`config.mk`:
```
export PLATFORM = sky130hd
export DESIGN_NAME = mhc_motor_halt_control
export DESIGN_NICKNAME = d
export VERILOG_FILES = /design/src/mhc_pkg.sv /design/src/mhc_sync2.sv /design/src/mhc_standstill.sv /design/src/mhc_motor_halt_control.sv
export SDC_FILE = /design/constraint.sdc
export NUM_CORES = 1
export LEC_CHECK = 0
export BUFFER_PORTS_ARGS = -buffer_cell sky130_fd_sc_hd__buf_2
export CAP_MARGIN = 5
export CORE_MARGIN = 2
export CORE_UTILIZATION = 53
export CTS_BUF_LIST = sky130_fd_sc_hd__clkbuf_16
export DETAILED_ROUTE_END_ITERATION = 8
export PLACE_DENSITY_LB_ADDON = 0.3
export SYNTH_ARGS = -nofsm -noshare
export SYNTH_HDL_FRONTEND = slang
export SYNTH_SLANG_ARGS = --single-unit
```
`constraint.sdc`:
```
create_clock -name clk -period 2.5 [get_ports clk]
set_clock_uncertainty 0.05 [all_clocks]
set_input_delay 0.5 -clock clk [delete_from_list [all_inputs] [get_ports clk]]
set_output_delay 0.5 -clock clk [all_outputs]
set_load 0.01 [all_outputs]
```
`src/mhc_pkg.sv`:
```
// Package for the motor halt control block: parameter map, types and timing
package mhc_pkg;

   // ==================================================================
   // Parameter addresses
   localparam logic [15:0] ADDR_DECEL    = 16'h0616;
   localparam logic [15:0] ADDR_HALTTYPE = 16'h062e;
   localparam logic [15:0] ADDR_CURLIM   = 16'h110c;

   // ==================================================================
   // Reset values and legal ranges
   localparam logic [31:0] DECEL_RST     = 32'h0000_02ee;
   localparam logic [31:0] DECEL_MIN     = 32'h0000_02ee;
   localparam logic [31:0] DECEL_MAX     = 32'h002d_c6c0;
   localparam logic [15:0] TYPE_RAMP     = 16'h0001;
   localparam logic [15:0] TYPE_CURRENT  = 16'h0003;
   localparam logic [15:0] HALTTYPE_RST  = 16'h0003;
   localparam logic [15:0] CURLIM_RST    = 16'h0064;

   // ==================================================================
   // Timing
   localparam int CLK_MHZ        = 50;
   localparam int STILL_TIME_US  = 2;
   localparam int STILL_CYCLES   = STILL_TIME_US * CLK_MHZ;
   localparam logic [31:0] STILL_SPEED = 32'h0000_0002;

   // ==================================================================
   // Halt sequencer states, one-hot
   typedef enum logic [5:0] {
      ST_RUN    = 6'h01,
      ST_BRAKE  = 6'h02,
      ST_ADJUST = 6'h04,
      ST_HOLD   = 6'h08,
      ST_RESUME = 6'h10,
      ST_FAULT  = 6'h20
   } mhc_state_t;

   // ==================================================================
   // Parameter access carriers
   typedef struct packed {
      logic        wr;
      logic        rd;
      logic [15:0] addr;
      logic [31:0] wdata;
   } mhc_param_req_t;

   typedef struct packed {
      logic        ack;
      logic        err;
      logic [31:0] rdata;
   } mhc_param_rsp_t;

endpackage : mhc_pkg

```
`src/mhc_sync2.sv`:
```
// Two-stage synchroniser for one asynchronous level
`timescale 1ns/1ps
module mhc_sync2
   import mhc_pkg::*;
(
   // Clock and reset
   input  wire logic clk,
   input  wire logic resetn,
   // Level in and out
   input  wire logic asyncIn,
   output logic      syncOut
);

   logic metaQ;

   // First stage is read only by the second
   always_ff @(posedge clk or negedge resetn) begin
      if (!resetn) begin
         metaQ   <= 1'b0;
         syncOut <= 1'b0;
      end else begin
         metaQ   <= asyncIn;
         syncOut <= metaQ;
      end
   end

endmodule : mhc_sync2

```
`src/mhc_standstill.sv`:
```
// Standstill detector: speed inside a band for a settle time
`timescale 1ns/1ps
module mhc_standstill
   import mhc_pkg::*;
#(
   parameter int          CYCLES = STILL_CYCLES,
   parameter logic [31:0] BAND   = STILL_SPEED
)
(
   // Clock and reset
   input  wire logic        clk,
   input  wire logic        resetn,
   // Measured speed, same clock domain
   input  wire logic [31:0] speed,
   // Standstill flag
   output logic             still
);

   localparam logic [15:0] LAST = 16'(CYCLES - 1);

   logic [15:0] cntQ;
   logic [31:0] mag;
   logic        inBand;

   // Magnitude of signed speed
   assign mag    = speed[31] ? (~speed + 32'h0000_0001) : speed;
   assign inBand = (mag <= BAND);

   // Settle counter; a blip out of band restarts it
   always_ff @(posedge clk or negedge resetn) begin
      if (!resetn) begin
         cntQ  <= 16'h0000;
         still <= 1'b0;
      end else if (!inBand) begin
         cntQ  <= 16'h0000;
         still <= 1'b0;
      end else if (cntQ >= LAST) begin
         still <= 1'b1;
      end else begin
         cntQ  <= cntQ + 16'h0001;
      end
   end

endmodule : mhc_standstill

```
`src/mhc_motor_halt_control.sv`:
```
// Motor halt control: halt sequencer, braking selection and halt parameters
// What this block does
// RL1 - An active halt request brakes the motor to standstill and suspends, not drops, the move.
// RL2 - At standstill the position is adjusted once, position control holds, stage stays enabled.
// RL3 - The suspended move resumes only when no halt request from any source remains.
// RL4 - Requests withdrawn during braking still let braking finish before accelerating again.
// RL5 - A halt request from the host or from the signal input alone is enough.
// RL6 - The braking type selects ramp braking with 1 and current braking with 3, resetting to 3.
// RL7 - Ramp braking uses the profile deceleration, 750 to 3000000 rpm/s, default 750.
// RL8 - Current braking is limited to the halt current limit in 0.01 A steps, also at mode end.
// RL9 - Ramp braking is only used in profile-generator modes, otherwise current braking.
// RL10 - DC bus overvoltage during braking disables the stage and raises an error; motor coasts.
// RL11 - The configurer should size the current limit so standstill comes at the wanted rate.
// RL12 - Writes of a braking type other than 1 or 3 are refused and the old value is kept.
`timescale 1ns/1ps
module mhc_motor_halt_control
   import mhc_pkg::*;
#(
   parameter logic [15:0] CURLIM_DEFAULT = CURLIM_RST
)
(
   // Clock and reset
   input  wire logic           clk,
   input  wire logic           resetn,
   // Parameter access over the fieldbus
   input  wire mhc_param_req_t paramReq,
   output mhc_param_rsp_t      paramRsp,
   // Halt request sources
   input  wire logic           haltHost,
   input  wire logic           haltPin,
   // Drive context
   input  wire logic           profileMode,
   input  wire logic           modeEnding,
   input  wire logic [31:0]    speed,
   input  wire logic           dcBusOverPin,
   input  wire logic           faultClear,
   // Motion control outputs
   output logic                haltActive,
   output logic                brakeRamp,
   output logic                brakeCurrent,
   output logic [31:0]         decelSetpoint,
   output logic [15:0]         currentLimit,
   output logic                currentLimitOn,
   output logic                posAdjust,
   output logic                posHold,
   output logic                moveResume,
   output logic                stageEnable,
   output logic                dcBusOverErr
);

   // ==================================================================
   // Signals
   mhc_state_t  stateQ, stateD;
   logic [31:0] decelQ;
   logic [15:0] haltTypeQ;
   logic [15:0] curLimQ;
   logic        haltPinSync;
   logic        overSync;
   logic        still;
   logic        haltAny;
   logic        useRamp;
   logic        typeOk;
   logic        decelOk;
   logic        wrDecel, wrType, wrCur;

   // ==================================================================
   // Input conditioning
   mhc_sync2 uSyncHalt (
      .clk     (clk),
      .resetn  (resetn),
      .asyncIn (haltPin),
      .syncOut (haltPinSync)
   );

   mhc_sync2 uSyncOver (
      .clk     (clk),
      .resetn  (resetn),
      .asyncIn (dcBusOverPin),
      .syncOut (overSync)
   );

   mhc_standstill uStill (
      .clk    (clk),
      .resetn (resetn),
      .speed  (speed),
      .still  (still)
   );

   // Any single source is enough to halt
   assign haltAny = haltHost | haltPinSync; // RL5

   // Ramp only where a profile generator exists
   assign useRamp = (haltTypeQ == TYPE_RAMP) && profileMode; // RL9

   // ==================================================================
   // Parameter writes
   assign typeOk  = (paramReq.wdata[15:0] == TYPE_RAMP) ||
                    (paramReq.wdata[15:0] == TYPE_CURRENT); // RL12
   assign decelOk = (paramReq.wdata >= DECEL_MIN) && (paramReq.wdata <= DECEL_MAX); // RL7
   assign wrDecel = paramReq.wr && (paramReq.addr == ADDR_DECEL) && decelOk;
   assign wrType  = paramReq.wr && (paramReq.addr == ADDR_HALTTYPE) && typeOk;
   assign wrCur   = paramReq.wr && (paramReq.addr == ADDR_CURLIM);

   // Profile deceleration
   always_ff @(posedge clk or negedge resetn) begin
      if (!resetn) begin
         decelQ <= DECEL_RST; // RL7
      end else if (wrDecel) begin
         decelQ <= paramReq.wdata;
      end
   end

   // Braking type; illegal codes leave it as it was
   always_ff @(posedge clk or negedge resetn) begin
      if (!resetn) begin
         haltTypeQ <= HALTTYPE_RST; // RL6
      end else if (wrType) begin
         haltTypeQ <= paramReq.wdata[15:0]; // RL12
      end
   end

   // Halt current limit, 0.01 A peak per step
   always_ff @(posedge clk or negedge resetn) begin
      if (!resetn) begin
         curLimQ <= CURLIM_DEFAULT;
      end else if (wrCur) begin
         curLimQ <= paramReq.wdata[15:0]; // RL8
      end
   end

   // Response: one-cycle ack, error on any unmapped access or refused write
   always_ff @(posedge clk or negedge resetn) begin
      if (!resetn) begin
         paramRsp <= '0;
      end else begin
         paramRsp.ack   <= paramReq.wr | paramReq.rd;
         paramRsp.err   <= 1'b0;
         paramRsp.rdata <= 32'h0000_0000;
         unique case (paramReq.addr)
            ADDR_DECEL: begin
               paramRsp.rdata <= decelQ;
               paramRsp.err   <= paramReq.wr & ~decelOk;
            end
            ADDR_HALTTYPE: begin
               paramRsp.rdata <= {16'h0000, haltTypeQ};
               paramRsp.err   <= paramReq.wr & ~typeOk; // RL12
            end
            ADDR_CURLIM: begin
               paramRsp.rdata <= {16'h0000, curLimQ};
            end
            default: begin
               paramRsp.err   <= paramReq.wr | paramReq.rd;
            end
         endcase
      end
   end

   // ==================================================================
   // Halt sequencer
   always_comb begin
      stateD = stateQ;
      unique case (stateQ)
         ST_RUN: begin
            if (overSync) stateD = ST_FAULT;
            else if (haltAny) stateD = ST_BRAKE; // RL1
         end
         ST_BRAKE: begin
            // Keeps braking even if requests vanish
            if (overSync) stateD = ST_FAULT; // RL10
            else if (still) stateD = ST_ADJUST; // RL4
         end
         ST_ADJUST: begin
            if (overSync) stateD = ST_FAULT;
            else if (haltAny) stateD = ST_HOLD; // RL2
            else stateD = ST_RESUME; // RL4
         end
         ST_HOLD: begin
            if (overSync) stateD = ST_FAULT;
            else if (!haltAny) stateD = ST_RESUME; // RL3
         end
         ST_RESUME: begin
            if (overSync) stateD = ST_FAULT;
            else if (haltAny) stateD = ST_BRAKE;
            else stateD = ST_RUN;
         end
         ST_FAULT: begin
            // Stays off until cleared with the bus back in range
            if (faultClear && !overSync) stateD = ST_RUN;
         end
         default: stateD = ST_FAULT;
      endcase
   end

   // State register
   always_ff @(posedge clk or negedge resetn) begin
      if (!resetn) begin
         stateQ <= ST_RUN;
      end else begin
         stateQ <= stateD;
      end
   end

   // ==================================================================
   // Registered outputs, decoded from the next state
   always_ff @(posedge clk or negedge resetn) begin
      if (!resetn) begin
         haltActive   <= 1'b0;
         brakeRamp    <= 1'b0;
         brakeCurrent <= 1'b0;
         posAdjust    <= 1'b0;
         posHold      <= 1'b0;
         moveResume   <= 1'b0;
         stageEnable  <= 1'b1;
      end else begin
         haltActive   <= (stateD == ST_BRAKE) || (stateD == ST_ADJUST) ||
                         (stateD == ST_HOLD); // RL1
         brakeRamp    <= (stateD == ST_BRAKE) && useRamp; // RL9
         brakeCurrent <= (stateD == ST_BRAKE) && !useRamp; // RL9
         posAdjust    <= (stateD == ST_ADJUST); // RL2
         posHold      <= (stateD == ST_ADJUST) || (stateD == ST_HOLD); // RL2
         moveResume   <= (stateD == ST_RESUME); // RL3
         stageEnable  <= (stateD != ST_FAULT); // RL10
      end
   end

   // Setpoints handed to the profile and current loops
   always_ff @(posedge clk or negedge resetn) begin
      if (!resetn) begin
         decelSetpoint  <= DECEL_RST;
         currentLimit   <= CURLIM_DEFAULT;
         currentLimitOn <= 1'b0;
      end else begin
         decelSetpoint  <= decelQ; // RL7
         currentLimit   <= curLimQ; // RL8
         currentLimitOn <= ((stateD == ST_BRAKE) && !useRamp) || modeEnding; // RL8
      end
   end

   // Overvoltage error flag, set wins over clear
   always_ff @(posedge clk or negedge resetn) begin
      if (!resetn) begin
         dcBusOverErr <= 1'b0;
      end else if (overSync && stateQ != ST_FAULT) begin
         dcBusOverErr <= 1'b1; // RL10
      end else if (faultClear && !overSync) begin
         dcBusOverErr <= 1'b0;
      end
   end
endmodule : mhc_motor_halt_control

```
# == After elaboration in Yosys (flattened, before gate mapping) ==
# Index checks and enable logic that the tools add are counted.
# op_classes
n_reduce_logical,19
add_sub_neg,2
n_eq_ne,20
n_bitwise,7
magnitude_cmp,4
n_mux,21
# ops
cell,count
32-bit case mux with 3 select lines,1
6-bit 2-to-1 mux,9
6-bit case mux with 6 select lines,1
32-bit by 1-bit adder with 32-bit output (second input constant),1
16-bit by 1-bit equality test with 1-bit output (second input constant),2
16-bit by 11-bit equality test with 1-bit output (second input constant),2
32-bit by 10-bit greater-or-equal comparator with 1-bit output (second input constant),1
32-bit by 2-bit <= comparator with 1-bit output (second input constant),1
32-bit by 22-bit <= comparator with 1-bit output (second input constant),1
16-bit 2-to-1 mux,2
32-bit 2-to-1 mux,1
32-bit inverter,1
16-bit by 1-bit adder with 16-bit output (second input constant),1
16-bit by 13-bit equality test with 1-bit output (second input constant),1
16-bit by 2-bit equality test with 1-bit output (second input constant),1
16-bit by 7-bit greater-or-equal comparator with 1-bit output (second input constant),1
6-bit by 2-bit equality test with 1-bit output (second input constant),2
6-bit by 3-bit equality test with 1-bit output (second input constant),2
6-bit by 4-bit equality test with 1-bit output (second input constant),2
6-bit by 5-bit equality test with 1-bit output (second input constant),2
6-bit inequality test (second input constant),2
1-bit logical AND,11
6-bit by 1-bit equality test with 1-bit output (second input constant),1
6-bit equality test (second input constant),1
11 further kinds,23
# word_totals
wordCells,97
out_inout_bits,91
in_bits,90
reg_bits,182

# == Longest topological paths before layout ==
# Gate-level depths: netlist of the first run.
# depth
word_depth,7
ltp_mapped,10
depth_no_buf,9

# == By module ==
# A second synthesis of the first run with hierarchy kept.
# unflattened
cells_unflattened,580
area_unflattened_um2,7469.7
# by_module_without_submodules
mod,seq_area_each_um2,instances,cells_each,area_each_um2
mhc_motor_halt_control,4058.9,1,373,5686.7
mhc_standstill,425.4,1,203,1682.9
mhc_sync2,50.0,2,2,50.0

# == Worst setup path before layout of the first run ==
# No wires, ideal clock.
# synth_path
kind,input port to flip-flop
from,in speed[8]
to,reg uStill.cntQ[11]
setup_time_ps,67
arrival_ps,3262
path_stages,9
slack_ps,-878
required_ps,2383
path_buffers,2
path_cell_list,clkbuf_1 > or3_1 > or4_4 > or4_1 > a311o_1 > or4_4 > nor2_4 > buf_6 > and3_1
# synth_between
elab_chain_len,5
elab_cells_between_ends,6
cone_classes,1 x add/sub; 1 x order compare; 1 x eq/ne; 2 x mux; 1 x bitwise
# synth_lines
item,line_no,rtl
from (decl),mhc_motor_halt_control.sv:34,"input wire logic [31:0] speed,"
32-bit inverter,mhc_standstill.sv:26,assign mag = speed[31] ? (~speed + 32'h0000_0001) : speed;
32-bit by 1-bit adder with 32-bit output,mhc_standstill.sv:26,
32-bit 2-to-1 mux (*),mhc_standstill.sv:26,
32-bit by 2-bit <= comparator with 1-bit output (*),mhc_standstill.sv:27,assign inBand = (mag <= BAND);
2-bit inequality test (no source line) / 16-bit 2-to-1 mux (equally long branches),-,
to (signal assigned),mhc_standstill.sv:40,cntQ <= cntQ + 16'h0001;
to (decl),mhc_standstill.sv:21,logic [15:0] cntQ;
# Every way passes the cells marked *; elsewhere a longest branch is shown, timed or not.
# A chain may end at the register's enable or synchronous reset.

# == Final worst setup path of the first run ==
# layout_path
from,in speed[15]
to,reg uStill.cntQ[2]
# The elaborated chain is that of the path after synthesis.

==> summary.log, run 1 <==
[run_status] outcome finished with violations
[run_status] failing checks setup timing
[clocking] total number of H-tree levels 4
[clocking] Clk Latency, worst-skew pair 0.43 ns
[placement] number of I/O port buffers 180
[synthesis] top cells by count, synth sky130_fd_sc_hd__dfrtp_1 (158), sky130_fd_sc_hd__mux2_2 (41), sky130_fd_sc_hd__nor2_1 (33), sky130_fd_sc_hd__and2_1 (31), sky130_fd_sc_hd__inv_1 (31)
[critical_path] CP Max Fanout 8
[power] worst IR drop on VDD 434.1 µV
[synthesis] Synth Warn # 0
[routing] post-DR vias/cell 5.740
[sta] slack of the critical path -0.3677 ns
[power] part of the power in the clock network 43.9%
[routing] remaining design rule violation count 0
[sta] peak clock frequency supported by timing 0.3487 GHz
[sta] RSZ-0062 raised after global routing true
[sta] post-layout minimum cycle time 2.868 ns
[placement] total placed instance area 0.009180 mm²
[die] Initial Util 54.02%
[placement] detailed placer's ending HPWL 14.28 mm
[die] Placeable Area 0.01377 mm²
[critical_path] Reg-to-Reg Start uStill.cntQ[0]$_DFFE_PN0P_
[finish] fraction of final layout cells with drive strength greater than 1 43.26%
[routing] Antenna Nets Post-Route 0
[finish] Util after Layout 71.46%
[grt] overflow left after global routing 0
[critical_path] Setup crit start kind primary input
[sta] final-report hold violation count 0
[finish] final design instance area without fill 0.009842 mm²
[synthesis] synth unique cells 59
[synthesis] Mapped Cells 618
[critical_path] Critical R2R Capture uStill.cntQ[1]$_DFFE_PN0P_
[synthesis] most frequently used flop master after synthesis sky130_fd_sc_hd__dfrtp_1
[sta] total negative setup slack -5.612 ns
[sta] hold slack final 0.1262 ns
[clocking] root cell of the clock tree sky130_fd_sc_hd__clkbuf_16
[synthesis] post-synthesis sequential area ratio 61.61%
[grt] via count of the first global-routing pass 6096
[clocking] CTS clock-pin slew for the worst setup and hold paths 0.07 ns
[die] IO Count 181
[grt] number of antenna violations at the first check in global routing 2
[synthesis] number of enable-type register cells in the synthesized netlist 0
[routing] Top Layer Used met5
[critical_path] R2R Setup Slk 0.22 ns
[critical_path] worst stage delay on the critical path 0.52 ns
[critical_path] Buffers & Inverters on Critical Path 1
[synthesis] total nets after synthesis 711
[critical_path] Setup crit end kind register
[placement] RePlAce Congestion 0.9097
[min_path] worst hold path cell count 1
[sta] slew at the pin with the worst max-slew slack 0.5568 ns
[die] standard-cell row count 43
[sta] final setup violation count 17
[synthesis] main area contributors after synthesis sky130_fd_sc_hd__dfrtp_1 (53%), sky130_fd_sc_hd__dfstp_2 (8.5%), sky130_fd_sc_hd__mux2_2 (6.2%)
[finish] number of nets in the layout 970
[critical_path] arrival time worst endpoint 3.18 ns
[routing] number of optimization iterations in the first detailed-route pass 7
[die] area of the die 0.01500 mm²
[flow_run] number of violations of the max-capacitance limit 0
[placement] post-place setup slack -0.9488 ns
[routing] via count 6148
[min_path] WHS Endpoint uSyncOver.metaQ$_DFF_PN0_
[die] DIE WIDTH 122.5 µm
[routing] DRC violation total after the first TritonRoute iteration 458
[grt] pin count of the biggest net entering global routing 76
[power] pwr dens 611.3 mW/mm²
[clocking] clock tree from TritonCTS built
[critical_path] cell seen most often among critical-path stages sky130_fd_sc_hd__or4_4
[clocking] worst-case clock buffer depth 2
[clocking] CTS buffer count 17
[synthesis] portion of synthesized cell area occupied by the leading cell type 53.14%
[synthesis] netlist area before placement 0.007441 mm²
[grt] global-route wire length before repair 31.29 mm
[sta] part of the cycle the worst path needs 114.7%
[synthesis] register bit count reported by yosys 182
[die] die height 122.5 µm
[finish] area overhead of the layout relative to synthesis 32.27%
[critical_path] worst path cell trace buf_6 > or4_4 > or4_4 > or4_4 > a311o_1 > or4_4 > nor2_4 > and3_1
[routing] DR WL met3 1.309 mm
[synthesis] most repeated cell in the gate-level netlist after synthesis sky130_fd_sc_hd__dfrtp_1
[power] leak pwr 0.005184 µW
[power] part of the power in registers 49.4%
[routing] final wirelength 19.77 mm
[synthesis] cell taking the most area after synthesis sky130_fd_sc_hd__dfrtp_1
[critical_path] CP delay by family, top simple AND/OR/NAND/NOR gates
[sta] Slew Limit Fails 0
[finish] number of filler cells placed in the layout 996
[routing] total met2 wirelength after detailed routing 9.969 mm
[min_path] Hold WC Path Type primary input to register
[min_path] startpoint of the lowest-slack hold path dcBusOverPin
[synthesis] proportion of synthesized flip-flops having asynchronous set or reset 100.0%
[sta] worst rel slew slack 62.54%
[power] internal power of the cells 4556 µW
[routing] wire length on met1 7.944 mm
[power] Sw Share 24.28%
[critical_path] critical path start-end classification primary input to register
[routing] per-cell routed wire length 18.46 µm
[grt] Global Route Usage Sum 27.30%
[power] Logic pwr share 6.7%
[critical_path] R2R depth 6
[clocking] Clock Sinks 182
[synthesis] Mapped Avg Cell Area 12.04 µm²
[power] net switching power figure 1461 µW
[critical_path] worst-path cell with the longest stage delay sky130_fd_sc_hd__or4_4
[critical_path] required time worst endpoint 2.81 ns
==> cell families (layout without fill, tap and decap cells) <==
kind of cell             Yosys count  count (layout)  synth area share (%)
other                              0               1                     0
multiplexers                      42              42                 6.356
XOR/XNOR                          10              10                 1.177
buffers and inverters             59             330                 3.128
AND/OR/NAND/NOR                  237             238                 18.90
flip-flops                       182             182                 61.61
adder cells (fa/ha/maj)            3               3                0.5045
AO/OA/AOI/OAI                     85              85                 8.324
==> registers in the layout (all words and copies together) (netlist names), 6 cells and up <==
signal / flops
paramRsp: 34
decelQ: 32
decelSetpoint: 32
curLimQ: 16
currentLimit: 16
haltTypeQ: 16
uStill.cntQ: 16
stateQ: 6
==> power by group through the flow <==
stage	clock, µW	combinational, µW	sequential [µW]
after CTS	2680	403	2970
after floorplan	0	109	3030
after global placement	0	385	3020
after global routing	2800	445	2970
final	2640	405	2970
after detailed placement	0	396	3020
==> metrics by stage <==
step           power (µW)  instances
6_report             6017       1071
2_1_floorplan        3135        618
5_1_grt              6215       1071
3_3_place_gp         3408       1035
3_5_place_dp         3420       1035
4_1_cts              6056       1070
==> metal layers <==
metal | global-route usage, % | vias to the layer above
li1 | - | 2788
met1 | 34.42 | 3017
met2 | 46.22 | 287
met3 | 5.204 | 54
met4 | 11.64 | 2
met5 | 0 | -
==> worst register-to-register path: stages (launching register included) <==
cell	delay [ns]
sky130_fd_sc_hd__dfrtp_1	0.43
sky130_fd_sc_hd__ha_1	0.27
sky130_fd_sc_hd__or4_1	0.44
sky130_fd_sc_hd__a31oi_1	0.28
sky130_fd_sc_hd__buf_4	0.20
sky130_fd_sc_hd__mux2_2	0.33
sky130_fd_sc_hd__and3_1	0.17
==> layout make-up <==
cell class,count,area (µm²),share of cell area [%]
antenna,1,2.502,0.02543
clock buffer,17,425.4,4.322
clock inverter,15,168.9,1.716
inverter,31,116.4,1.182
multi-input combinational,378,2681,27.24
sequential,182,4584,46.58
tap,180,225.2,2.288
timing repair buffer,267,1638,16.64
==> cell usage in the layout (no fill, tap or decap), types with 16 or more instances in the layout <==
| master | instances |
|---|---|
| sky130_fd_sc_hd__buf_2 | 177 |
| sky130_fd_sc_hd__dfrtp_1 | 158 |
| sky130_fd_sc_hd__buf_4 | 81 |
| sky130_fd_sc_hd__mux2_2 | 41 |
| sky130_fd_sc_hd__nor2_1 | 33 |
| sky130_fd_sc_hd__inv_1 | 31 |
| sky130_fd_sc_hd__and2_1 | 31 |
| sky130_fd_sc_hd__nor4_1 | 27 |
| sky130_fd_sc_hd__dfstp_2 | 24 |
| sky130_fd_sc_hd__nand2_1 | 22 |
| sky130_fd_sc_hd__nor3_1 | 18 |
| sky130_fd_sc_hd__clkbuf_16 | 17 |
| sky130_fd_sc_hd__a222oi_1 | 16 |
==> timing repair <==
| action | CTS | global route |
|---|---|---|
| setup buffers | 1 | 0 |
| endpoints found under the hold margin | 42 | 0 |
| pin swaps | 5 | 3 |
| hold buffers | 1 | 0 |
| endpoints found under the setup margin | 17 | 35 |
| resized for setup | 3 | 6 |
| gates cloned | 1 | 0 |
==> worst max path at each step <==
stage               from                           to  slack [ns]  cells past startpoint
2_1_floorplan   speed[8]  uStill.cntQ[11]$_DFFE_PN0P_       -0.79                      9
3_3_place_gp   speed[15]     uStill.still$_DFFE_PN0P_       -0.88                      8
3_5_place_dp   speed[15]   uStill.cntQ[4]$_DFFE_PN0P_       -0.95                      8
4_1_cts        speed[15]  uStill.cntQ[11]$_DFFE_PN0P_       -0.34                      8
5_1_grt        speed[15]   uStill.cntQ[6]$_DFFE_PN0P_       -0.41                      7
6_report       speed[15]   uStill.cntQ[2]$_DFFE_PN0P_       -0.37                      8
Power figures use the tool's default switching activity.
==> run 2, diff against run 1 <==
--- a/config.mk
+++ b/config.mk
@@ -8,7 +8,7 @@
 export BUFFER_PORTS_ARGS = -buffer_cell sky130_fd_sc_hd__buf_2
 export CAP_MARGIN = 5
 export CORE_MARGIN = 2
-export CORE_UTILIZATION = 53
+export CORE_UTILIZATION = 25
 export CTS_BUF_LIST = sky130_fd_sc_hd__clkbuf_16
 export DETAILED_ROUTE_END_ITERATION = 8
 export PLACE_DENSITY_LB_ADDON = 0.3
==> summary.log, run 2 (synthesis results as in run 1) <==
[run_status] outcome finished with violations
[run_status] failing checks setup timing
[routing] DRC violation total after the first TritonRoute iteration 369 [-19%]
[critical_path] required time worst endpoint 2.80 ns [about the same]
[die] IO Count 181 [unchanged]
[die] area of the die 0.03116 mm² [+110%]
[routing] remaining design rule violation count 0 [unchanged]
[grt] overflow left after global routing 0 [unchanged]
[critical_path] R2R Setup Slk 0.34 ns [+0.12 ns]
[critical_path] Reg-to-Reg Start uStill.cntQ[0]$_DFFE_PN0P_
[sta] RSZ-0062 raised after global routing true
[critical_path] arrival time worst endpoint 3.16 ns [-0.02 ns]
[finish] number of nets in the layout 973 [+0.31%]
[grt] pin count of the biggest net entering global routing 56 [-26%]
[finish] antenna cells 0 [-1]
[min_path] Hold WC Path Type primary input to register
[die] Placeable Area 0.02948 mm² [+110%]
[critical_path] Critical R2R Capture uStill.cntQ[5]$_DFFE_PN0P_
[critical_path] Setup crit end kind register
[power] pwr dens 583.4 mW/mm² [-4.6%]
[grt] number of antenna violations at the first check in global routing 0 [-2]
[sta] final setup violation count 17 [unchanged]
[critical_path] Setup crit start kind primary input
[finish] area overhead of the layout relative to synthesis 36.25%
[sta] post-layout minimum cycle time 2.855 ns [-0.01288 ns]
[critical_path] R2R depth 7 [+1]
[critical_path] CP Max Fanout 8 [unchanged]
[routing] per-cell routed wire length 15.35 µm [-17%]
[grt] global-route wire length before repair 31.35 mm [+0.20%]
[die] die height 176.5 µm [+44%]
[die] DIE WIDTH 176.5 µm [+44%]
[routing] Antenna Nets Post-Route 0 [unchanged]
[sta] worst rel slew slack 59.01% [-3.5 points]
[sta] total negative setup slack -5.673 ns [-0.06128 ns]
[sta] part of the cycle the worst path needs 114.2% [-0.52 points]
[sta] peak clock frequency supported by timing 0.3503 GHz [+0.45%]
[flow_run] number of violations of the max-capacitance limit 0 [unchanged]
[finish] leading registers by flop count paramRsp (34), decelQ (32), decelSetpoint (32)
[placement] RePlAce Congestion 0.8419 [-7.5%]
[finish] max FFs per register 34 [unchanged]
[finish] most common library cell in the layout ignoring fill and taps sky130_fd_sc_hd__buf_2
[clocking] Clock Sinks 182 [unchanged]
[finish] fraction of final layout cells with drive strength greater than 1 43.78% [+0.53 points]
[sta] slack of the critical path -0.3549 ns [+0.01288 ns]
[min_path] WHS Endpoint uSyncOver.metaQ$_DFF_PN0_
[clocking] Clk Latency, worst-skew pair 0.42 ns [about the same]
[clocking] worst-case clock buffer depth 2 [unchanged]
[grt] Global Route Usage Sum 12.90% [-14 points]
[finish] leading cell types in the layout, fill and taps excluded sky130_fd_sc_hd__buf_2 (176), sky130_fd_sc_hd__dfrtp_1 (158), sky130_fd_sc_hd__buf_4 (84)
[power] leak pwr 0.005204 µW [+0.37%]
[clocking] clock tree from TritonCTS built
[clocking] root cell of the clock tree sky130_fd_sc_hd__clkbuf_16
[grt] via count of the first global-routing pass 5702 [-6.5%]
[power] worst IR drop on VDD 295.3 µV [-32%]
[die] Initial Util 25.24% [-29 points]
[routing] final wirelength 19.70 mm [-0.39%]
[routing] via count 5773 [-6.1%]
[power] Total Power Consumption 5915 µW [-1.7%]
[routing] post-DR vias/cell 4.500 [-22%]
[sta] final-report hold violation count 0 [unchanged]
[sta] Slew Limit Fails 0 [unchanged]
[min_path] worst hold path cell count 1 [unchanged]
[clocking] CTS clock-pin slew for the worst setup and hold paths 0.07 ns [about the same]
[clocking] CTS buffer count 17 [unchanged]
[min_path] startpoint of the lowest-slack hold path dcBusOverPin
[routing] number of optimization iterations in the first detailed-route pass 5 [-2]
[die] standard-cell row count 63 [+47%]
[clocking] total number of H-tree levels 4 [unchanged]
[critical_path] critical path start-end classification primary input to register
[placement] detailed placer's ending HPWL 14.59 mm [+2.2%]
[sta] slew at the pin with the worst max-slew slack 0.6101 ns [+0.05338 ns]
[finish] largest register by flop count paramRsp
[placement] number of I/O port buffers 180 [unchanged]
[placement] post-place setup slack -0.9716 ns [-0.02273 ns]
## run 2: changes by cell type in the layout (fill, tap and decap cells not counted), moves of 2 or more
cell | before | now
sky130_fd_sc_hd__and3_4 | 2 | 0
sky130_fd_sc_hd__clkinv_8 | 2 | 0
sky130_fd_sc_hd__clkinv_4 | 4 | 2
sky130_fd_sc_hd__nor4_1 | 27 | 25
sky130_fd_sc_hd__inv_6 | 2 | 4
sky130_fd_sc_hd__clkinvlp_4 | 0 | 2
sky130_fd_sc_hd__buf_4 | 81 | 84
sky130_fd_sc_hd__and3_1 | 14 | 16
## run 2: metrics by stage
step / instance area (µm²) / util [%] / hold WS [ns] / instances
after global placement: 9455 / 32.07 / 0.2862 / 1248
after floorplan: 7468 / - / 0.1544 / 618
after CTS: 10060 / 34.12 / 0.1233 / 1282
final: 10140 / 34.39 / 0.1415 / 1283
after global routing: 10140 / 34.39 / 0.1216 / 1283
after detailed placement: 9455 / 32.07 / 0.2934 / 1248
## run 2: layout make-up
type                            count  area (µm²)
Tap cell                          390       488.0
Inverter                           31       116.4
Clock inverter                     15       132.6
Timing Repair Buffer              270        1669
Clock buffer                       17       425.4
Multi-Input combinational cell    378        2723
Sequential cell                   182        4584
Fill cell                        3041       19340
## run 2: critical path, cell delays in order
cell	delay [ns]
sky130_fd_sc_hd__buf_6	0.09
sky130_fd_sc_hd__or4_4	0.54
sky130_fd_sc_hd__or4_4	0.43
sky130_fd_sc_hd__or4_4	0.42
sky130_fd_sc_hd__a311o_1	0.32
sky130_fd_sc_hd__or4_4	0.49
sky130_fd_sc_hd__nor2_4	0.18
sky130_fd_sc_hd__and3_1	0.18
## run 2: worst max-delay path by stage
stage                   start                          end  cells past startpoint
finish              speed[15]  uStill.cntQ[11]$_DFFE_PN0P_                      8
global route        speed[15]  uStill.cntQ[12]$_DFFE_PN0P_                      8
CTS                 speed[15]  uStill.cntQ[11]$_DFFE_PN0P_                      8
detailed placement  speed[15]   uStill.cntQ[4]$_DFFE_PN0P_                      8
global placement    speed[15]   uStill.cntQ[4]$_DFFE_PN0P_                      8
floorplan            speed[8]  uStill.cntQ[11]$_DFFE_PN0P_                      9
## run 2: report_power, final
| group | switching (µW) | internal, µW | total, µW |
|---|---|---|---|
| registers | 10.2 | 2960 | 2970 |
| logic | 227 | 182 | 409 |
| clock network | 1220 | 1320 | 2540 |
| total | 1460 | 4460 | 5910 |
## run 2: what timing repair did
action                     4_1_cts  5_1_grt
gates cloned                     1        0
hold buffers                     1        0
buffers inserted                 0        1
hold endpoints to repair        41        0
pin swaps                        8        6
gates resized for setup          5       10
setup endpoints to repair       17       17
## run 2: metal layers
layer	GRT usage, %	vias up	wire length (µm)	part of all wire, %
met3	2.261	14	759	3.9
met4	3.788	0	237	1.2
met1	17.16	2828	9071	46
met5	0	-	0	0
li1	-	2793	-	-
met2	21.50	138	9628	49
